[src/pkg/dec_defs.svh]
/*
  Shared constants of the operand decoder: field positions, opcode codes, clock counts.
  Assumes it is included by its bare name from the decoder files.
*/
`ifndef DEC_DEFS_SVH
`define DEC_DEFS_SVH

`define MOD_HI          7
`define MOD_LO          6
`define REG_HI          5
`define REG_LO          3
`define RM_HI           2
`define RM_LO           0
`define MOD_NODISP      2'h0
`define MOD_DISP8       2'h1
`define MOD_DISP16      2'h2
`define MOD_REG         2'h3
`define RM_DIRECT       3'h6
`define FLD_PUSH_MEM    3'h6

`define OP_MOV_RM_R     7'h44
`define OP_MOV_R_RM     7'h45
`define OP_MOV_I_RM     7'h63
`define OP_MOV_I_R      4'hb
`define OP_MOV_M_A      7'h50
`define OP_MOV_A_M      7'h51
`define OP_MOV_RM_SEG   8'h8e
`define OP_MOV_SEG_RM   8'h8c
`define OP_PUSH_MEM     8'hff
`define OP_PUSH_R       5'h0a
`define OP_PUSH_IMM     8'h68
`define OP_PUSH_IMM_S   8'h6a
`define OP_POP_MEM      8'h8f
`define OP_POP_R        5'h0b
`define OP_PUSHA        8'h60
`define OP_POPA         8'h61
`define OP_XCHG_RM      7'h43
`define OP_XCHG_A       5'h12
`define OP_XLAT         8'hd7
`define OP_IN_FIX       7'h72
`define OP_IN_VAR       7'h76
`define OP_OUT_FIX      7'h73
`define OP_OUT_VAR      7'h77
`define OP_ESC          5'h1b
`define OP_XOR_RM       6'h0c
`define SEG_PUSH_LO     3'h6
`define SEG_POP_LO      3'h7
`define SEG_POP_CS      2'h1

`define CLK_MOV_RM_R_R  8'h02
`define CLK_MOV_RM_R_M  8'h0c
`define CLK_MOV_R_RM_M  8'h09
`define CLK_MOV_I_RM_B  8'h0c
`define CLK_MOV_I_RM_W  8'h0d
`define CLK_MOV_I_R_B   8'h03
`define CLK_MOV_I_R_W   8'h04
`define CLK_MOV_M_A     8'h09
`define CLK_MOV_A_M     8'h08
`define CLK_SEG_RM_M    8'h0b
`define CLK_PUSH_MEM    8'h10
`define CLK_PUSH_R      8'h0a
`define CLK_PUSH_SEG    8'h09
`define CLK_POP_MEM     8'h14
`define CLK_POP_SEG     8'h08
`define CLK_PUSHA       8'h24
`define CLK_POPA        8'h33
`define CLK_XCHG_R      8'h04
`define CLK_XCHG_M      8'h11
`define CLK_XCHG_A      8'h03
`define CLK_XLAT        8'h0b
`define CLK_IN_FIX      8'h0a
`define CLK_IN_VAR      8'h08
`define CLK_OUT_FIX     8'h09
`define CLK_OUT_VAR     8'h07
`define CLK_XOR_R       8'h03
`define CLK_XOR_M       8'h0a

`endif

[src/pkg/dec_pkg.sv]
/*
  Types of the operand decoder.
  Assumes nothing beyond a SystemVerilog compiler.
*/
package dec_pkg;
  typedef enum logic [3:0] {
    BASE_BX_SI = 4'h0, BASE_BX_DI = 4'h1, BASE_BP_SI = 4'h2, BASE_BP_DI = 4'h3,
    BASE_SI    = 4'h4, BASE_DI    = 4'h5, BASE_BP    = 4'h6, BASE_BX    = 4'h7,
    BASE_NONE  = 4'h8
  } base_sel_t;
  typedef enum logic [1:0] {SEG_ES = 2'h0, SEG_CS = 2'h1, SEG_SS = 2'h2, SEG_DS = 2'h3} seg_t;
  typedef enum logic [2:0] {
    SH_ROL = 3'h0, SH_ROR = 3'h1, SH_RCL = 3'h2, SH_RCR = 3'h3,
    SH_SHL = 3'h4, SH_SHR = 3'h5, SH_NONE = 3'h6, SH_SAR = 3'h7
  } shift_kind_t;
  typedef enum logic [4:0] {
    OPC_NONE = 5'h00, OPC_MOV = 5'h01, OPC_MOV_SEG = 5'h02, OPC_PUSH = 5'h03,
    OPC_POP = 5'h04, OPC_PUSHA = 5'h05, OPC_POPA = 5'h06, OPC_XCHG = 5'h07,
    OPC_XLAT = 5'h08, OPC_IN = 5'h09, OPC_OUT = 5'h0a, OPC_ESC = 5'h0b,
    OPC_XOR = 5'h0c
  } op_class_t;
endpackage

[src/hw/operand_decoder.sv]
/*
  Operand decoder: takes opcode and addressing byte, fetches displacement bytes,
  forms the effective address, picks registers, segment and clock count.
  Assumes bytes arrive from the prefetch queue one per valid cycle, in stream order,
  and that register values are supplied by the execution unit.
*/
`include "dec_defs.svh"

// Contract
// [RQ1] Xor writes dst^src, clears carry, overflow
// [RQ2] Rm field selects base pair for address
// [RQ3] Mode 00 rm 110 uses direct address
// [RQ4] Mode 01 sign-extends byte; 10 two bytes
// [RQ5] Mode 11 rm is register, no displacement
// [RQ6] Mode 00 otherwise zero displacement
// [RQ7] Displacement follows addressing byte, before data
// [RQ8] BP-based addresses default to stack segment
// [RQ9] String destination always extra segment
// [RQ10] Reg field selects word or byte register
// [RQ11] Shift kind field selects shift operation
// [RQ12] Escape passes coprocessor fields through
// [RQ13] Move forms decoded with their clock counts
// [RQ14] Segment moves decoded, 2/9 and 2/11
// [RQ15] Width pairs: first byte, second word
// [RQ16] Table translate, single byte, 11 clocks
// [RQ17] Jump and interrupt pair ordering kept; jump and interrupt opcodes are not decoded here
// [RQ18] Translate reads at BX plus AL
// [RQ19] Push and pop forms with counts
// [RQ20] Exchange, input, output forms decoded
// [RQ21] Width bit picks byte or word
module operand_decoder (
  input  wire logic        core_clk_i,
  input  wire logic        rst_n_i,
  input  wire logic        byte_valid_i,
  input  wire logic [7:0]  byte_i,
  input  wire logic        seg_override_i,
  input  wire logic [1:0]  seg_override_sel_i,
  input  wire logic        string_dst_i,
  input  wire logic [15:0] bx_i,
  input  wire logic [15:0] bp_i,
  input  wire logic [15:0] si_i,
  input  wire logic [15:0] di_i,
  input  wire logic [7:0]  al_i,
  input  wire logic        xor_strobe_i,
  input  wire logic [15:0] xor_dst_i,
  input  wire logic [15:0] xor_src_i,
  output logic             byte_ready_o,
  output logic             dec_done_o,
  output logic [7:0]       opcode_o,
  output logic [4:0]       op_class_o,
  output logic             word_o,
  output logic             mem_op_o,
  output logic [15:0]      effective_addr_o,
  output logic [1:0]       seg_o,
  output logic [3:0]       reg_sel_o,
  output logic [3:0]       rm_reg_sel_o,
  output logic [2:0]       shift_kind_field_o,
  output logic [2:0]       copro_op_high_o,
  output logic [2:0]       copro_op_low_o,
  output logic [7:0]       clocks_o,
  output logic [15:0]      xor_result_o,
  output logic [4:0]       xor_flags_o,
  output logic             xor_flags_we_o
);
  // ----------------------------------------------------------------
  // Byte sequencer
  // ----------------------------------------------------------------
  typedef enum logic [4:0] {
    ST_OPC = 5'h01, ST_MODRM = 5'h02, ST_DLO = 5'h04, ST_DHI = 5'h08, ST_DONE = 5'h10
  } state_t;

  state_t      state_q;
  logic [7:0]  opc_q;
  logic [7:0]  modrm_q;
  logic [7:0]  dlo_q;
  logic [7:0]  dhi_q;
  logic        take;

  function automatic logic needs_modrm(input logic [7:0] op);
    needs_modrm = (op[7:1] == `OP_MOV_RM_R) || (op[7:1] == `OP_MOV_R_RM)
               || (op[7:1] == `OP_MOV_I_RM) || (op == `OP_MOV_RM_SEG)
               || (op == `OP_MOV_SEG_RM) || (op == `OP_PUSH_MEM)
               || (op == `OP_POP_MEM) || (op[7:1] == `OP_XCHG_RM)
               || (op[7:3] == `OP_ESC) || (op[7:2] == `OP_XOR_RM);
  endfunction

  // Displacement byte count from the addressing byte
  function automatic logic [1:0] disp_len(input logic [7:0] m);
    case (m[`MOD_HI:`MOD_LO])
      `MOD_NODISP: disp_len = (m[`RM_HI:`RM_LO] == `RM_DIRECT) ? 2'h2 : 2'h0;
      `MOD_DISP8:  disp_len = 2'h1;
      `MOD_DISP16: disp_len = 2'h2;
      default:     disp_len = 2'h0;
    endcase
  endfunction

  assign take = byte_valid_i && byte_ready_o;

  // [RQ7] Displacement after addressing byte
  always_ff @(posedge core_clk_i or negedge rst_n_i) begin
    if (!rst_n_i) begin
      state_q <= ST_OPC;
    end else begin
      case (state_q)
        ST_OPC:   if (take) state_q <= needs_modrm(byte_i) ? ST_MODRM : ST_DONE;
        // [RQ5] Register mode skips displacement
        ST_MODRM: if (take) state_q <= (disp_len(byte_i) == 2'h0) ? ST_DONE : ST_DLO;
        // [RQ4] One or two displacement bytes
        ST_DLO:   if (take) state_q <= (disp_len(modrm_q) == 2'h2) ? ST_DHI : ST_DONE;
        ST_DHI:   if (take) state_q <= ST_DONE;
        ST_DONE:  state_q <= ST_OPC;
        default:  state_q <= ST_OPC;
      endcase
    end
  end

  always_ff @(posedge core_clk_i or negedge rst_n_i) begin
    if (!rst_n_i) begin
      opc_q   <= 8'h00;
      modrm_q <= 8'h00;
      dlo_q   <= 8'h00;
      dhi_q   <= 8'h00;
    end else if (take) begin
      case (state_q)
        ST_OPC: begin
          opc_q   <= byte_i;
          modrm_q <= 8'h00;
          dlo_q   <= 8'h00;
          dhi_q   <= 8'h00;
        end
        ST_MODRM: modrm_q <= byte_i;
        ST_DLO:   dlo_q   <= byte_i;
        ST_DHI:   dhi_q   <= byte_i;
        default:  opc_q   <= opc_q;
      endcase
    end
  end

  always_ff @(posedge core_clk_i or negedge rst_n_i) begin
    if (!rst_n_i) begin
      byte_ready_o <= 1'b0;
    end else begin
      // Ready stays low through ST_DONE and the cycle after it so outputs settle before the next opcode
      byte_ready_o <= !((state_q == ST_DONE) || (take && (state_q == ST_DHI
                     || (state_q == ST_OPC && !needs_modrm(byte_i))
                     || (state_q == ST_MODRM && disp_len(byte_i) == 2'h0)
                     || (state_q == ST_DLO && disp_len(modrm_q) != 2'h2))));
    end
  end

  // ----------------------------------------------------------------
  // Combinational decode of the captured bytes
  // ----------------------------------------------------------------
  logic [1:0]           md;
  logic [2:0]           rg;
  logic [2:0]           rm;
  logic                 w;
  logic                 has_mrm;
  logic                 mem;
  logic [15:0]          disp;
  logic [15:0]          ea;
  dec_pkg::base_sel_t   base;
  dec_pkg::seg_t        seg;
  dec_pkg::op_class_t   cls;
  logic [7:0]           clk;

  assign md      = modrm_q[`MOD_HI:`MOD_LO];
  assign rg      = modrm_q[`REG_HI:`REG_LO];
  assign rm      = modrm_q[`RM_HI:`RM_LO];
  assign has_mrm = needs_modrm(opc_q);
  // [RQ5] Mode 11 is a register operand
  assign mem     = has_mrm && (md != `MOD_REG);

  // [RQ2] Base from rm field
  always_comb begin
    base = dec_pkg::BASE_NONE;
    if (mem) begin
      // [RQ3] Direct address has no base
      if (md == `MOD_NODISP && rm == `RM_DIRECT) base = dec_pkg::BASE_NONE;
      else base = dec_pkg::base_sel_t'({1'b0, rm});
    end
  end

  // [RQ4] Sign extension of short displacement
  always_comb begin
    case (md)
      `MOD_DISP8:  disp = {{8{dlo_q[7]}}, dlo_q};
      `MOD_DISP16: disp = {dhi_q, dlo_q};
      // [RQ6] Zero displacement unless direct
      `MOD_NODISP: disp = (rm == `RM_DIRECT) ? {dhi_q, dlo_q} : 16'h0000;
      default:     disp = 16'h0000;
    endcase
  end

  always_comb begin
    case (base)
      dec_pkg::BASE_BX_SI: ea = bx_i + si_i + disp;
      dec_pkg::BASE_BX_DI: ea = bx_i + di_i + disp;
      dec_pkg::BASE_BP_SI: ea = bp_i + si_i + disp;
      dec_pkg::BASE_BP_DI: ea = bp_i + di_i + disp;
      dec_pkg::BASE_SI:    ea = si_i + disp;
      dec_pkg::BASE_DI:    ea = di_i + disp;
      dec_pkg::BASE_BP:    ea = bp_i + disp;
      dec_pkg::BASE_BX:    ea = bx_i + disp;
      default:             ea = disp;
    endcase
    // [RQ18] Translate at BX plus AL
    if (opc_q == `OP_XLAT) ea = bx_i + {8'h00, al_i};
  end

  // [RQ8] BP bases pick stack segment
  always_comb begin
    seg = dec_pkg::SEG_DS;
    if (base == dec_pkg::BASE_BP_SI || base == dec_pkg::BASE_BP_DI
        || base == dec_pkg::BASE_BP) seg = dec_pkg::SEG_SS;
    if (seg_override_i) seg = dec_pkg::seg_t'(seg_override_sel_i);
    // [RQ9] String destination fixed to extra segment
    if (string_dst_i) seg = dec_pkg::SEG_ES;
  end

  // [RQ21] Width bit zero is byte
  assign w = ((opc_q[7:4] == `OP_MOV_I_R) ? opc_q[3] : opc_q[0]);

  // [RQ10] Register code with width
  function automatic logic [3:0] reg_code(input logic wide, input logic [2:0] f);
    reg_code = {wide, f};
  endfunction

  // Pick class and clock count; pairs are byte/word or register/memory
  always_comb begin
    cls = dec_pkg::OPC_NONE;
    clk = 8'h00;
    if (opc_q[7:1] == `OP_MOV_RM_R) begin
      // [RQ13] Move forms
      cls = dec_pkg::OPC_MOV;
      clk = mem ? `CLK_MOV_RM_R_M : `CLK_MOV_RM_R_R;
    end else if (opc_q[7:1] == `OP_MOV_R_RM) begin
      cls = dec_pkg::OPC_MOV;
      clk = mem ? `CLK_MOV_R_RM_M : `CLK_MOV_RM_R_R;
    end else if (opc_q[7:1] == `OP_MOV_I_RM) begin
      // [RQ15] First figure byte, second word
      cls = dec_pkg::OPC_MOV;
      clk = w ? `CLK_MOV_I_RM_W : `CLK_MOV_I_RM_B;
    end else if (opc_q[7:4] == `OP_MOV_I_R) begin
      cls = dec_pkg::OPC_MOV;
      clk = w ? `CLK_MOV_I_R_W : `CLK_MOV_I_R_B;
    end else if (opc_q[7:1] == `OP_MOV_M_A) begin
      cls = dec_pkg::OPC_MOV;
      clk = `CLK_MOV_M_A;
    end else if (opc_q[7:1] == `OP_MOV_A_M) begin
      cls = dec_pkg::OPC_MOV;
      clk = `CLK_MOV_A_M;
    end else if (opc_q == `OP_MOV_RM_SEG) begin
      // [RQ14] Segment moves
      cls = dec_pkg::OPC_MOV_SEG;
      clk = mem ? `CLK_MOV_R_RM_M : `CLK_MOV_RM_R_R;
    end else if (opc_q == `OP_MOV_SEG_RM) begin
      cls = dec_pkg::OPC_MOV_SEG;
      clk = mem ? `CLK_SEG_RM_M : `CLK_MOV_RM_R_R;
    end else if (opc_q == `OP_PUSH_MEM && rg == `FLD_PUSH_MEM) begin
      // [RQ19] Push and pop forms
      cls = dec_pkg::OPC_PUSH;
      clk = `CLK_PUSH_MEM;
    end else if (opc_q[7:3] == `OP_PUSH_R) begin
      cls = dec_pkg::OPC_PUSH;
      clk = `CLK_PUSH_R;
    end else if (opc_q[7:5] == 3'h0 && opc_q[2:0] == `SEG_PUSH_LO) begin
      cls = dec_pkg::OPC_PUSH;
      clk = `CLK_PUSH_SEG;
    end else if (opc_q == `OP_PUSH_IMM || opc_q == `OP_PUSH_IMM_S) begin
      cls = dec_pkg::OPC_PUSH;
      clk = `CLK_PUSH_R;
    end else if (opc_q == `OP_POP_MEM) begin
      cls = dec_pkg::OPC_POP;
      clk = `CLK_POP_MEM;
    end else if (opc_q[7:3] == `OP_POP_R) begin
      cls = dec_pkg::OPC_POP;
      clk = `CLK_PUSH_R;
    end else if (opc_q[7:5] == 3'h0 && opc_q[2:0] == `SEG_POP_LO
                 && opc_q[4:3] != `SEG_POP_CS) begin
      cls = dec_pkg::OPC_POP;
      clk = `CLK_POP_SEG;
    end else if (opc_q == `OP_PUSHA) begin
      cls = dec_pkg::OPC_PUSHA;
      clk = `CLK_PUSHA;
    end else if (opc_q == `OP_POPA) begin
      cls = dec_pkg::OPC_POPA;
      clk = `CLK_POPA;
    end else if (opc_q[7:1] == `OP_XCHG_RM) begin
      // [RQ20] Exchange and port forms
      cls = dec_pkg::OPC_XCHG;
      clk = mem ? `CLK_XCHG_M : `CLK_XCHG_R;
    end else if (opc_q[7:3] == `OP_XCHG_A) begin
      cls = dec_pkg::OPC_XCHG;
      clk = `CLK_XCHG_A;
    end else if (opc_q == `OP_XLAT) begin
      // [RQ16] Single byte translate
      cls = dec_pkg::OPC_XLAT;
      clk = `CLK_XLAT;
    end else if (opc_q[7:1] == `OP_IN_FIX) begin
      cls = dec_pkg::OPC_IN;
      clk = `CLK_IN_FIX;
    end else if (opc_q[7:1] == `OP_IN_VAR) begin
      cls = dec_pkg::OPC_IN;
      clk = `CLK_IN_VAR;
    end else if (opc_q[7:1] == `OP_OUT_FIX) begin
      cls = dec_pkg::OPC_OUT;
      clk = `CLK_OUT_FIX;
    end else if (opc_q[7:1] == `OP_OUT_VAR) begin
      cls = dec_pkg::OPC_OUT;
      clk = `CLK_OUT_VAR;
    end else if (opc_q[7:3] == `OP_ESC) begin
      cls = dec_pkg::OPC_ESC;
    end else if (opc_q[7:2] == `OP_XOR_RM) begin
      cls = dec_pkg::OPC_XOR;
      clk = mem ? `CLK_XOR_M : `CLK_XOR_R;
    end
  end

  // ----------------------------------------------------------------
  // Registered outputs, loaded when decode completes
  // ----------------------------------------------------------------
  always_ff @(posedge core_clk_i or negedge rst_n_i) begin
    if (!rst_n_i) begin
      dec_done_o         <= 1'b0;
      opcode_o           <= 8'h00;
      op_class_o         <= 5'h00;
      word_o             <= 1'b0;
      mem_op_o           <= 1'b0;
      effective_addr_o   <= 16'h0000;
      seg_o              <= 2'h3;
      reg_sel_o          <= 4'h0;
      rm_reg_sel_o       <= 4'h0;
      shift_kind_field_o <= 3'h0;
      copro_op_high_o    <= 3'h0;
      copro_op_low_o     <= 3'h0;
      clocks_o           <= 8'h00;
    end else begin
      dec_done_o <= (state_q == ST_DONE);
      if (state_q == ST_DONE) begin
        opcode_o           <= opc_q;
        op_class_o         <= cls;
        word_o             <= w;
        mem_op_o           <= mem;
        effective_addr_o   <= ea;
        seg_o              <= seg;
        // [RQ10] Register selection
        reg_sel_o          <= reg_code(w, (opc_q[7:4] == `OP_MOV_I_R) ? opc_q[2:0] : rg);
        rm_reg_sel_o       <= reg_code(w, rm);
        // [RQ11] Shift kind passthrough
        shift_kind_field_o <= rg;
        // [RQ12] Coprocessor fields passthrough
        copro_op_high_o    <= opc_q[2:0];
        copro_op_low_o     <= rg;
        clocks_o           <= clk;
      end
    end
  end

  // [RQ17] Conditional jump and interrupt pairs lie outside this group; no count here

  // ----------------------------------------------------------------
  // Exclusive-or datapath
  // ----------------------------------------------------------------
  dec_xor_unit #(.WIDTH(16)) u_xor (
    .core_clk_i (core_clk_i),
    .rst_n_i    (rst_n_i),
    .strobe_i   (xor_strobe_i),
    .word_i     (word_o),
    .dst_i      (xor_dst_i),
    .src_i      (xor_src_i),
    .result_o   (xor_result_o),
    .carry_o    (xor_flags_o[0]),
    .ovf_o      (xor_flags_o[1]),
    .parity_o   (xor_flags_o[2]),
    .sign_o     (xor_flags_o[3]),
    .zero_o     (xor_flags_o[4]),
    .flags_we_o (xor_flags_we_o)
  );
endmodule

[src/hw/dec_xor_unit.sv]
/*
  Exclusive-or datapath with its flag effects, byte or word wide.
  Assumes operands are stable when strobe_i is high; result appears one cycle later.
*/
module dec_xor_unit #(
  parameter int WIDTH = 16
) (
  input  wire logic             core_clk_i,
  input  wire logic             rst_n_i,
  input  wire logic             strobe_i,
  input  wire logic             word_i,
  input  wire logic [WIDTH-1:0] dst_i,
  input  wire logic [WIDTH-1:0] src_i,
  output logic      [WIDTH-1:0] result_o,
  output logic                  carry_o,
  output logic                  ovf_o,
  output logic                  parity_o,
  output logic                  sign_o,
  output logic                  zero_o,
  output logic                  flags_we_o
);
  initial begin
    if (WIDTH != 16) $error("dec_xor_unit supports WIDTH 16 only");
  end

  logic [WIDTH-1:0] res;
  assign res = dst_i ^ src_i;

  // [RQ1] Xor flag update
  always_ff @(posedge core_clk_i or negedge rst_n_i) begin
    if (!rst_n_i) begin
      result_o   <= '0;
      carry_o    <= 1'b0;
      ovf_o      <= 1'b0;
      parity_o   <= 1'b0;
      sign_o     <= 1'b0;
      zero_o     <= 1'b0;
      flags_we_o <= 1'b0;
    end else begin
      flags_we_o <= strobe_i;
      if (strobe_i) begin
        result_o <= word_i ? res : {{(WIDTH-8){1'b0}}, res[7:0]};
        carry_o  <= 1'b0;
        ovf_o    <= 1'b0;
        // Parity looks at the low byte only, as the flag always has
        parity_o <= ~^res[7:0];
        sign_o   <= word_i ? res[WIDTH-1] : res[7];
        zero_o   <= word_i ? (res == '0) : (res[7:0] == 8'h00);
      end
    end
  end
endmodule

[config.mk]
export PLATFORM = sky130hd
export DESIGN_NAME = operand_decoder
export DESIGN_NICKNAME = d
export VERILOG_FILES = /design/src/pkg/dec_pkg.sv /design/src/hw/operand_decoder.sv /design/src/hw/dec_xor_unit.sv
export VERILOG_INCLUDE_DIRS = /design/src /design/src/pkg
export SDC_FILE = /design/constraint.sdc
export NUM_CORES = 1
export LEC_CHECK = 0
export ABC_AREA = 1
export CAP_MARGIN = 25
export CORE_ASPECT_RATIO = 1.2
export CORE_MARGIN = 2
export CORE_UTILIZATION = 35
export DETAILED_ROUTE_END_ITERATION = 10
export DONT_BUFFER_PORTS = 1
export HOLD_SLACK_MARGIN = 0.1
export PLACE_DENSITY_LB_ADDON = 0.05
export REMOVE_ABC_BUFFERS = 1
export SYNTH_ARGS = -nofsm -noshare
export SYNTH_HDL_FRONTEND = slang
export SYNTH_SLANG_ARGS = --single-unit
[constraint.sdc]
create_clock -name core_clk_i -period 10.8 [get_ports core_clk_i]
set_input_delay 1.62 -clock core_clk_i [delete_from_list [all_inputs] [get_ports core_clk_i]]
set_output_delay 1.62 -clock core_clk_i [all_outputs]
set_load 0.005 [all_outputs]
# == Word level (Yosys, flattened, before mapping) ==
# Cells that the tools add are included.
# op_classes
addsub,13
eq_ne,64
n_mux,92
bitwise_logic,1
n_reduce_logical,55
# op_table
op,count
16-bit adder,12
4-bit 2-to-1 mux,40
16-bit case mux with 8 select lines,1
6-bit 2-to-1 mux,17
7-bit == test (second input constant),14
8-bit == test (second input constant),9
16-bit 2-to-1 mux,3
16-bit case mux with 3 select lines,1
8-bit case mux with 2 select lines,3
5-bit 2-to-1 mux,9
8-bit by 7-bit == test with 1-bit output (second input constant),4
1-bit logical OR,25
5-bit == test (second input constant),4
5-bit case mux with 4 select lines,1
16-bit by 8-bit adder with 16-bit output,1
4-bit by 3-bit == test with 1-bit output (second input constant),4
16-bit zero test,1
2-bit 2-to-1 mux,8
16-bit XOR,1
3-bit == test (second input constant),5
5-bit by 4-bit == test with 1-bit output (second input constant),3
6-bit by 4-bit == test with 1-bit output (second input constant),2
2-bit inequality test (second input constant),6
2-bit case mux with 3 select lines,2
other kinds (21),49
# totals
regBits,114

# == Logic depth before layout (Yosys ltp) ==
# Gate-level depths: netlist of run 1.
# depth
word_depth,38
ltp_mapped,28
depth_no_buf,27

# == Hierarchy ==
# A second synthesis of run 1 with hierarchy kept.
# hier_totals
hier_cells,1596
hier_area_um2,11690.0
# modules_own_cells
module,n_inst,cells_each,area_each_um2,seq_area_each_um2
operand_decoder,1,1459,10602.7,2155.8
dec_xor_unit,1,137,1087.3,500.5

# == Least setup slack after synthesis of run 1 ==
# OpenSTA, ideal clock, no wires.
# synth_path
path_type,flip-flop to flip-flop
from,register modrm_q[0]
to,register effective_addr_o[15]
setup_ps,120
arrival_ps,3823
required_ps,10680
path_slack_ps,6857
stages_incl_launch_ff,22
n_path_buf,0
period_less_slack_ps,3943
path_cell_list,dfrtp_1 > inv_2 > nand3_2 > nor2_4 > a21oi_2 > inv_1 > nor2_2 > nor2_1 > fa_1 > ha_1 > fa_1 > nand3_1 > o2111ai_1 > nand2_1 > nand3_1 > or2_2 > nand2_1 > nand3_1 > nor2_1 > nand2_1 > nand2_1 > a21oi_1
# synth_between
elab_chain_len,7
elab_cells_between_ends,24
classes_between,add/sub (8); eq/ne (8); mux (6); reduce/logical (2)
# synth_rtl
item,line,rtl
"start, declared",operand_decoder.sv:74,logic [7:0] modrm_q;
"start signal, assigned",operand_decoder.sv:131,ST_MODRM: modrm_q <= byte_i;
"parallel branches: the longest is 5 deep, another holds 16-bit adder",--,
16-bit case mux with 8 select lines *,operand_decoder.sv:196,case (base)
16-bit 2-to-1 mux *,operand_decoder.sv:208,"if (opc_q == `OP_XLAT) ea = bx_i + {8'h00, al_i};"
"end signal, assigned",operand_decoder.sv:330,effective_addr_o <= 16'h0000;
"end signal, assigned",operand_decoder.sv:345,effective_addr_o <= ea;
"end, declared",operand_decoder.sv:53,"output logic [15:0] effective_addr_o,"
# Every way passes the cells marked *.
# A chain may end at the register's enable or synchronous reset.

# == Worst setup path in the final report of run 1 ==
# Same ends and word-level chain as after synthesis.

==> results of run 1 <==
[stage by stage]
stage | setup WS (ns) | hold WS, ns | power [mW] | util [%] | cells
finish | 5.78 | 0.492 | 1.74 | 37.3 | 2003
global route | 5.39 | 0.529 | 1.89 | 37.3 | 2003
CTS | 5.79 | 0.499 | 1.77 | 37.3 | 2003
detailed placement | 5.82 | 0.487 | 1.43 | 36.5 | 1987
global placement | 5.83 | 0.477 | 1.43 | 36.5 | 1987
floorplan | 6.60 | 0.457 | 1.17 | - | 1530
[how the worst max path moves through the flow]
stage,start,end,depth (start not counted)
global route,modrm_q[0]$_DFFE_PN0P_,effective_addr_o[15]$_DFFE_PN0P_,25
finish,modrm_q[0]$_DFFE_PN0P_,effective_addr_o[15]$_DFFE_PN0P_,24
detailed placement,modrm_q[0]$_DFFE_PN0P_,effective_addr_o[15]$_DFFE_PN0P_,21
floorplan,modrm_q[0]$_DFFE_PN0P_,effective_addr_o[6]$_DFFE_PN0P_,21
CTS,modrm_q[0]$_DFFE_PN0P_,effective_addr_o[15]$_DFFE_PN0P_,25
global placement,modrm_q[0]$_DFFE_PN0P_,effective_addr_o[15]$_DFFE_PN0P_,24
[per-layer routing]
metal | part of all wire (%) | global-route usage, % | up-vias
met5 | 0 | 0 | -
met2 | 52 | 46.8 | 294
met4 | 2.7 | 7.96 | 0
met3 | 5.0 | 3.38 | 45
met1 | 41 | 30.0 | 5221
li1 | - | - | 5257
[worst max-delay path: stages (launching register included)]
cell and delay [ns]:
dfrtp_1 0.51, inv_2 0.15, nand3_2 0.09, nor2_4 0.22, a21oi_2 0.12, inv_1 0.20, nor2_2 0.11, nor2_1 0.64
fa_1 0.54, ha_1 0.23, fa_1 0.48, nand3_1 0.11, nand3_1 0.21, nand2_1 0.15, nand2_1 0.06, nand2_1 0.05
nand2_1 0.12, nand2_1 0.10, o211ai_1 0.18, xnor2_1 0.19, o21ai_1 0.07, nor2_1 0.15, nand2_1 0.07, nand2_1 0.06
a21oi_1 0.06
[layout by cell type, fill, tap and decap left out, types with 9 or more instances in the layout]
cell,netlist,routed
a31oi_1,11,11
xor2_1,20,20
a22oi_1,11,11
o21bai_1,12,12
nand3_1,97,97
o22ai_1,21,21
nand2_2,9,9
or2_2,20,20
inv_2,9,9
dfrtp_1,103,103
nor4_1,9,9
ha_1,83,83
xnor2_1,33,33
a2bb2oi_1,14,14
o21ai_1,10,10
nand2_1,311,311
nor3_1,22,22
nand4_1,23,23
nor2_4,9,9
o21ai_0,131,131
nor2_1,118,118
clkbuf_16,0,9
fa_1,66,66
a21oi_1,122,122
inv_1,176,176
[area by class of cell]
cell class,instances,area (sq um)
inverters,187,702
clock buffers,12,256
flip-flops and latches,106,2660
clock inverters,4,31.3
multi-input cells,1237,8080
fillers,3601,20700
repair buffers,7,52.6
well taps,450,563
[registers in the layout (all words and copies together), names as in the netlist, 2 cells and up]
register          cells
effective_addr_o     16
modrm_q               8
dhi_q                 8
u_xor.result_o       16
opcode_o              8
reg_sel_o             3
copro_op_low_o        3
op_class_o            4
rm_reg_sel_o          3
state_q               5
seg_o                 2
clocks_o              6
dlo_q                 8
opc_q                 8
[where the power goes]
part | internal, mW | switching (mW)
Sequential | 0.514 | 0.135
Combinational | 0.273 | 0.492
Clock | 0.171 | 0.157
[kinds of logic after synthesis]
kind of cell	share of synthesized area (%)
xor gates and xnor gates	3.96
AOI/OAI and AO/OA	19.4
and+or+nand+nor	25.3
other	0.0320
DFF	22.6
adders and majority gates	20.1
buffers and inverters	8.63
==> impl_metrics.tcl, run 1 <==
set metrics [dict create \
    core_sq_um 33100 \
    die_h_microns 205 \
    clockBufferDepth 2 \
    fmax_ghz 0.199 \
    ir_drop_mv 0.0942 \
    min_period_ns 5.02 \
    antenna_found_initial 0 \
    cts-resized-gates 0 \
    cts.sinks 106 \
    syn2layout_area_growth_pct 5.26 \
    start_util_pct 35.5 \
    cp_max_fo 8 \
    drt-total-wl_microns 43500 \
    hold_violations 0 \
    worst-endpoint-arrival_ns 5.27 \
    end_kind "register" \
    ys_async_sr_fraction_pct 100 \
    placed_cell_area_sq_um 12100 \
    clock_latency_ns 0.37 \
    hold_path.class "register to register" \
    track_usage_pct 25.3 \
    vias 10817 \
    drv_slew 0 \
    yosys_most_used_dff "dfrtp_1" \
    synth.largest_area_cell "dfrtp_1" \
    via_per_inst 5.40 \
    ys_seq_area_share_pct 22.6 \
    setup_viol 0 \
    synth.distinct_cells 64 \
    grt_pass1_wl_microns 66500 \
    netlist_instances 1572 \
    critPathKind "register to register" \
    syn-cell-area_sq_um 11700 \
    synth_edf_count 0 \
    rows 73 \
    worstSetupStartpointType "register" \
    grt_overflow_total 0 \
    die-area_sq_um 35000 \
    dr.pass1.iters 5 \
    cts_tree "yes" \
    grt_start_max_net_pins 107 \
    whs_endpoint "seg_o[0]$_DFFE_PN1P_" \
    worstHoldPathCells 2 \
    worstPathRequired_ns 11.05 \
    netlist.area_leader.share_pct 22.0 \
    cts_buffers 9 \
    nNetsFinal 1817 \
    timing.rr.end "effective_addr_o[15]$_DFFE_PN0P_" \
    place_hpwl_microns 36100 \
    min_from "seg_o[0]$_DFFE_PN1P_" \
    setup_tns_ns 0 \
    synth_most_common_cell "nand2_1" \
    max_slew_margin_pct 32.9 \
    tightest_slew_ns 1.00 \
    avgSynthCellArea_sq_um 7.46 \
    cts.htree.levels 3 \
    grt_pass1_vias 11190 \
    skew_ns 0.0125 \
    wl_per_cell_microns 21.7 \
    io_buffers 0 \
    gp_congestion 0.962 \
    power.density_nw_per_um2 141 \
    drt_iter0_drc 627 \
    netlist_top_cells_count "nand2_1 (311), inv_1 (176), o21ai_0 (131)" \
    path_clk_slew_ns 0.08 \
    final_layout_size_suffix_gt1_share_pct 6.25 \
    cts_hold_buf 0 \
    r2r_slack_ns 5.78 \
    fin_crit_sh_pct 46.5 \
    drc 0 \
    ys_ff_latch 106 \
    r2r-start "modrm_q[0]$_DFFE_PN0P_" \
    fin_area_sq_um 12300 \
    antennaDiodeCount 0 \
    status "finished, final reports clean" \
    postCtsSetupRepairBufs 0 \
    rsz0062_at_grt "false" \
    cts-root-buf "clkbuf_16" \
    fp.dieW_microns 171 \
    worstRegToRegCells 24 \
    boundaryPins 202 \
    maxCapViolations 0 \
    ant_nets 0 \
    ys_warn_count 0 \
    synthTopCellsByArea "dfrtp_1 (22%), fa_1 (11%), nand2_1 (10%)" \
    leakagePower_nw 5.86 \
]
(Power assumes the default switching activity.)
==> run 2, diff against run 1 <==
clock period = 4.6 ns   (was 10.8 ns; I/O delays follow)
==> impl_metrics.tcl, run 2 (same netlist as run 1, synthesis figures left out) <==
set metrics [dict create \
    crit_end "effective_addr_o[15]$_DFFE_PN0P_" \
    power.share.clock_pct 21.4 \
    layout_setup_ws_ns 0.195 \
    boundaryPins 202 \
    cts-root-buf "clkbuf_16" \
    syn2layout_area_growth_pct 8.95 \
    drc 0 \
    cp_max_fo 8 \
    fillCellCount 3584 \
    leakagePower_nw 6.09 \
    cts_tree "yes" \
    die-area_sq_um 35000 \
    dr.pass1.iters 5 \
    clockBufferDepth 2 \
    track_usage_pct 25.3 \
    gp_congestion 0.950 \
    grt_overflow_total 0 \
    cts_buffers 9 \
    critPathKind "register to register" \
    rows 73 \
    start_util_pct 35.5 \
    drv_slew 0 \
    wl_per_cell_microns 21.4 \
    hold_violations 0 \
    ir_drop_mv 0.203 \
    worstPathRequired_ns 4.86 \
    power.density_nw_per_um2 339 \
    path_clk_slew_ns 0.08 \
    sw_frac_of_total_pct 43.3 \
    timing.rr.end "effective_addr_o[15]$_DFFE_PN0P_" \
    antenna_found_initial 0 \
    met2_usage_pct 46.6 \
    max_slew_margin_pct 37.0 \
    skew_ns 0.00944 \
    via_per_inst 5.39 \
    antennaDiodeCount 0 \
    clock_latency_ns 0.37 \
    min_period_ns 4.40 \
    cp-startpoint "modrm_q[7]$_DFFE_PN0P_" \
    cts.sinks 106 \
    grt_pass1_vias 11360 \
    grt_start_max_net_pins 104 \
    grtUsageMet1_pct 29.6 \
    worst-endpoint-arrival_ns 4.66 \
    rsz0062_at_grt "true" \
    hold_ws_ns 0.159 \
    die_h_microns 205 \
    r2r_slack_ns 0.20 \
    p_sw_mw 1.88 \
    cts.htree.levels 3 \
    fin_crit_sh_pct 95.8 \
    largest_registers "effective_addr_o x16, u_xor.result_o x16" \
    drt_iter0_drc 681 \
    fmax_ghz 0.227 \
    dp_slack_ns 0.0468 \
    tightest_slew_ns 0.942 \
    final_layout_size_suffix_gt1_share_pct 9.23 \
    vias 11012 \
    drt-total-wl_microns 43700 \
    maxCapViolations 0 \
    core_sq_um 33100 \
    intPower_mw 2.45 \
    hold_path.class "input pin to asynchronous set/reset pin" \
    met3_usage_pct 4.27 \
    comb_power_share_pct 44.2 \
    grt_pass1_wl_microns 66100 \
    place_hpwl_microns 35900 \
    status "finished, final reports clean" \
    final_common_cell "nand2_1" \
    end_kind "register" \
    io_buffers 0 \
    fp.dieW_microns 171 \
    grt.busiest_layer "met2" \
    worstSetupStartpointType "register" \
    nNetsFinal 1857 \
    final_cell_mix "nand2_1 (311), inv_1 (174), o21ai_0 (131)" \
    setup_viol 0 \
    ant_nets 0 \
    worstRegToRegCells 23 \
    seq_power_share_pct 34.4 \
    r2r-start "modrm_q[7]$_DFFE_PN0P_" \
]
[run 2: cell types whose count changed in the layout (fill, tap and decap cells not counted), moves of 3 or more]
cell and delta:
nor2_1 -5, dfrtp_2 +3, buf_4 +37, nor2_4 +3
dfrtp_1 -3, bufinv_16 +3
[run 2: how the worst min path moves through the flow]
stage,cells after the start,from,end
final,0,rst_n_i,state_q[0]$_DFFE_PN1P_
after global routing,0,rst_n_i,state_q[0]$_DFFE_PN1P_
after CTS,0,rst_n_i,state_q[0]$_DFFE_PN1P_
after detailed placement,0,rst_n_i,u_xor.result_o[1]$_DFFE_PN0P_
after global placement,0,rst_n_i,u_xor.result_o[1]$_DFFE_PN0P_
after floorplan,0,rst_n_i,byte_ready_o$_DFF_PN0_
[run 2: area by class of cell]
type | count | area (sq um) | share of cell area, %
Sequential cell | 106 | 2660 | 20.8
Clock inverter | 6 | 124 | 0.969
Tap cell | 450 | 563 | 4.41
Multi-Input combinational cell | 1237 | 8110 | 63.5
Inverter | 187 | 702 | 5.49
Clock buffer | 10 | 229 | 1.79
Timing Repair Buffer | 47 | 389 | 3.05
[run 2: what timing repair did]
item,CTS,global route
hold buffers,1,0
setup buffers,0,4
hold endpoints to repair,103,0
endpoints found under the setup margin,0,10
gates resized for setup,0,14
[run 2: power groups by stage]
| stage | clock [mW] | sequential, mW | combinational [mW] |
|---|---|---|---|
| global placement | 0 | 1.52 | 1.87 |
| global route | 0.999 | 1.53 | 2.16 |
| CTS | 0.958 | 1.50 | 1.90 |
| detailed placement | 0 | 1.52 | 1.86 |
| finish | 0.926 | 1.49 | 1.91 |
| floorplan | 0 | 1.43 | 1.31 |
[run 2: stage by stage]
stage / total power, mW / instance area, sq um / util (%) / instances / setup TNS [ns]
floorplan: 2.74 / 11400 / - / 1530 / 0
CTS: 4.36 / 12700 / 38.5 / 2039 / 0
detailed placement: 3.38 / 12300 / 37.3 / 2022 / 0
finish: 4.33 / 12800 / 38.6 / 2043 / 0
global route: 4.69 / 12800 / 38.6 / 2043 / -0.194
global placement: 3.39 / 12300 / 37.3 / 2022 / 0
[run 2: critical path, cell delays in order (launching register included)]
cell and delay (ns):
dfrtp_1 0.42, inv_1 0.08, nand2_1 0.08, nor2_4 0.21, a21oi_2 0.06, inv_1 0.20
nor2_4 0.11, nor2_1 0.51, fa_1 0.57, fa_1 0.45, nand3_1 0.11, nand3_1 0.23
nand2_1 0.16, nand2_1 0.07, nand2_1 0.06, nand2_1 0.12, nand2_1 0.09, o211ai_1 0.16
xnor2_1 0.18, o21ai_1 0.08, nor2_1 0.13, nand2_1 0.07, nand2_1 0.07, a21oi_1 0.06
[run 2: routing by layer]
metal | vias to the layer above | wire length [microns]
li1 | 5327 | -
met1 | 5306 | 17300
met2 | 326 | 22700
met3 | 53 | 2570
met4 | 0 | 1190
met5 | - | 0
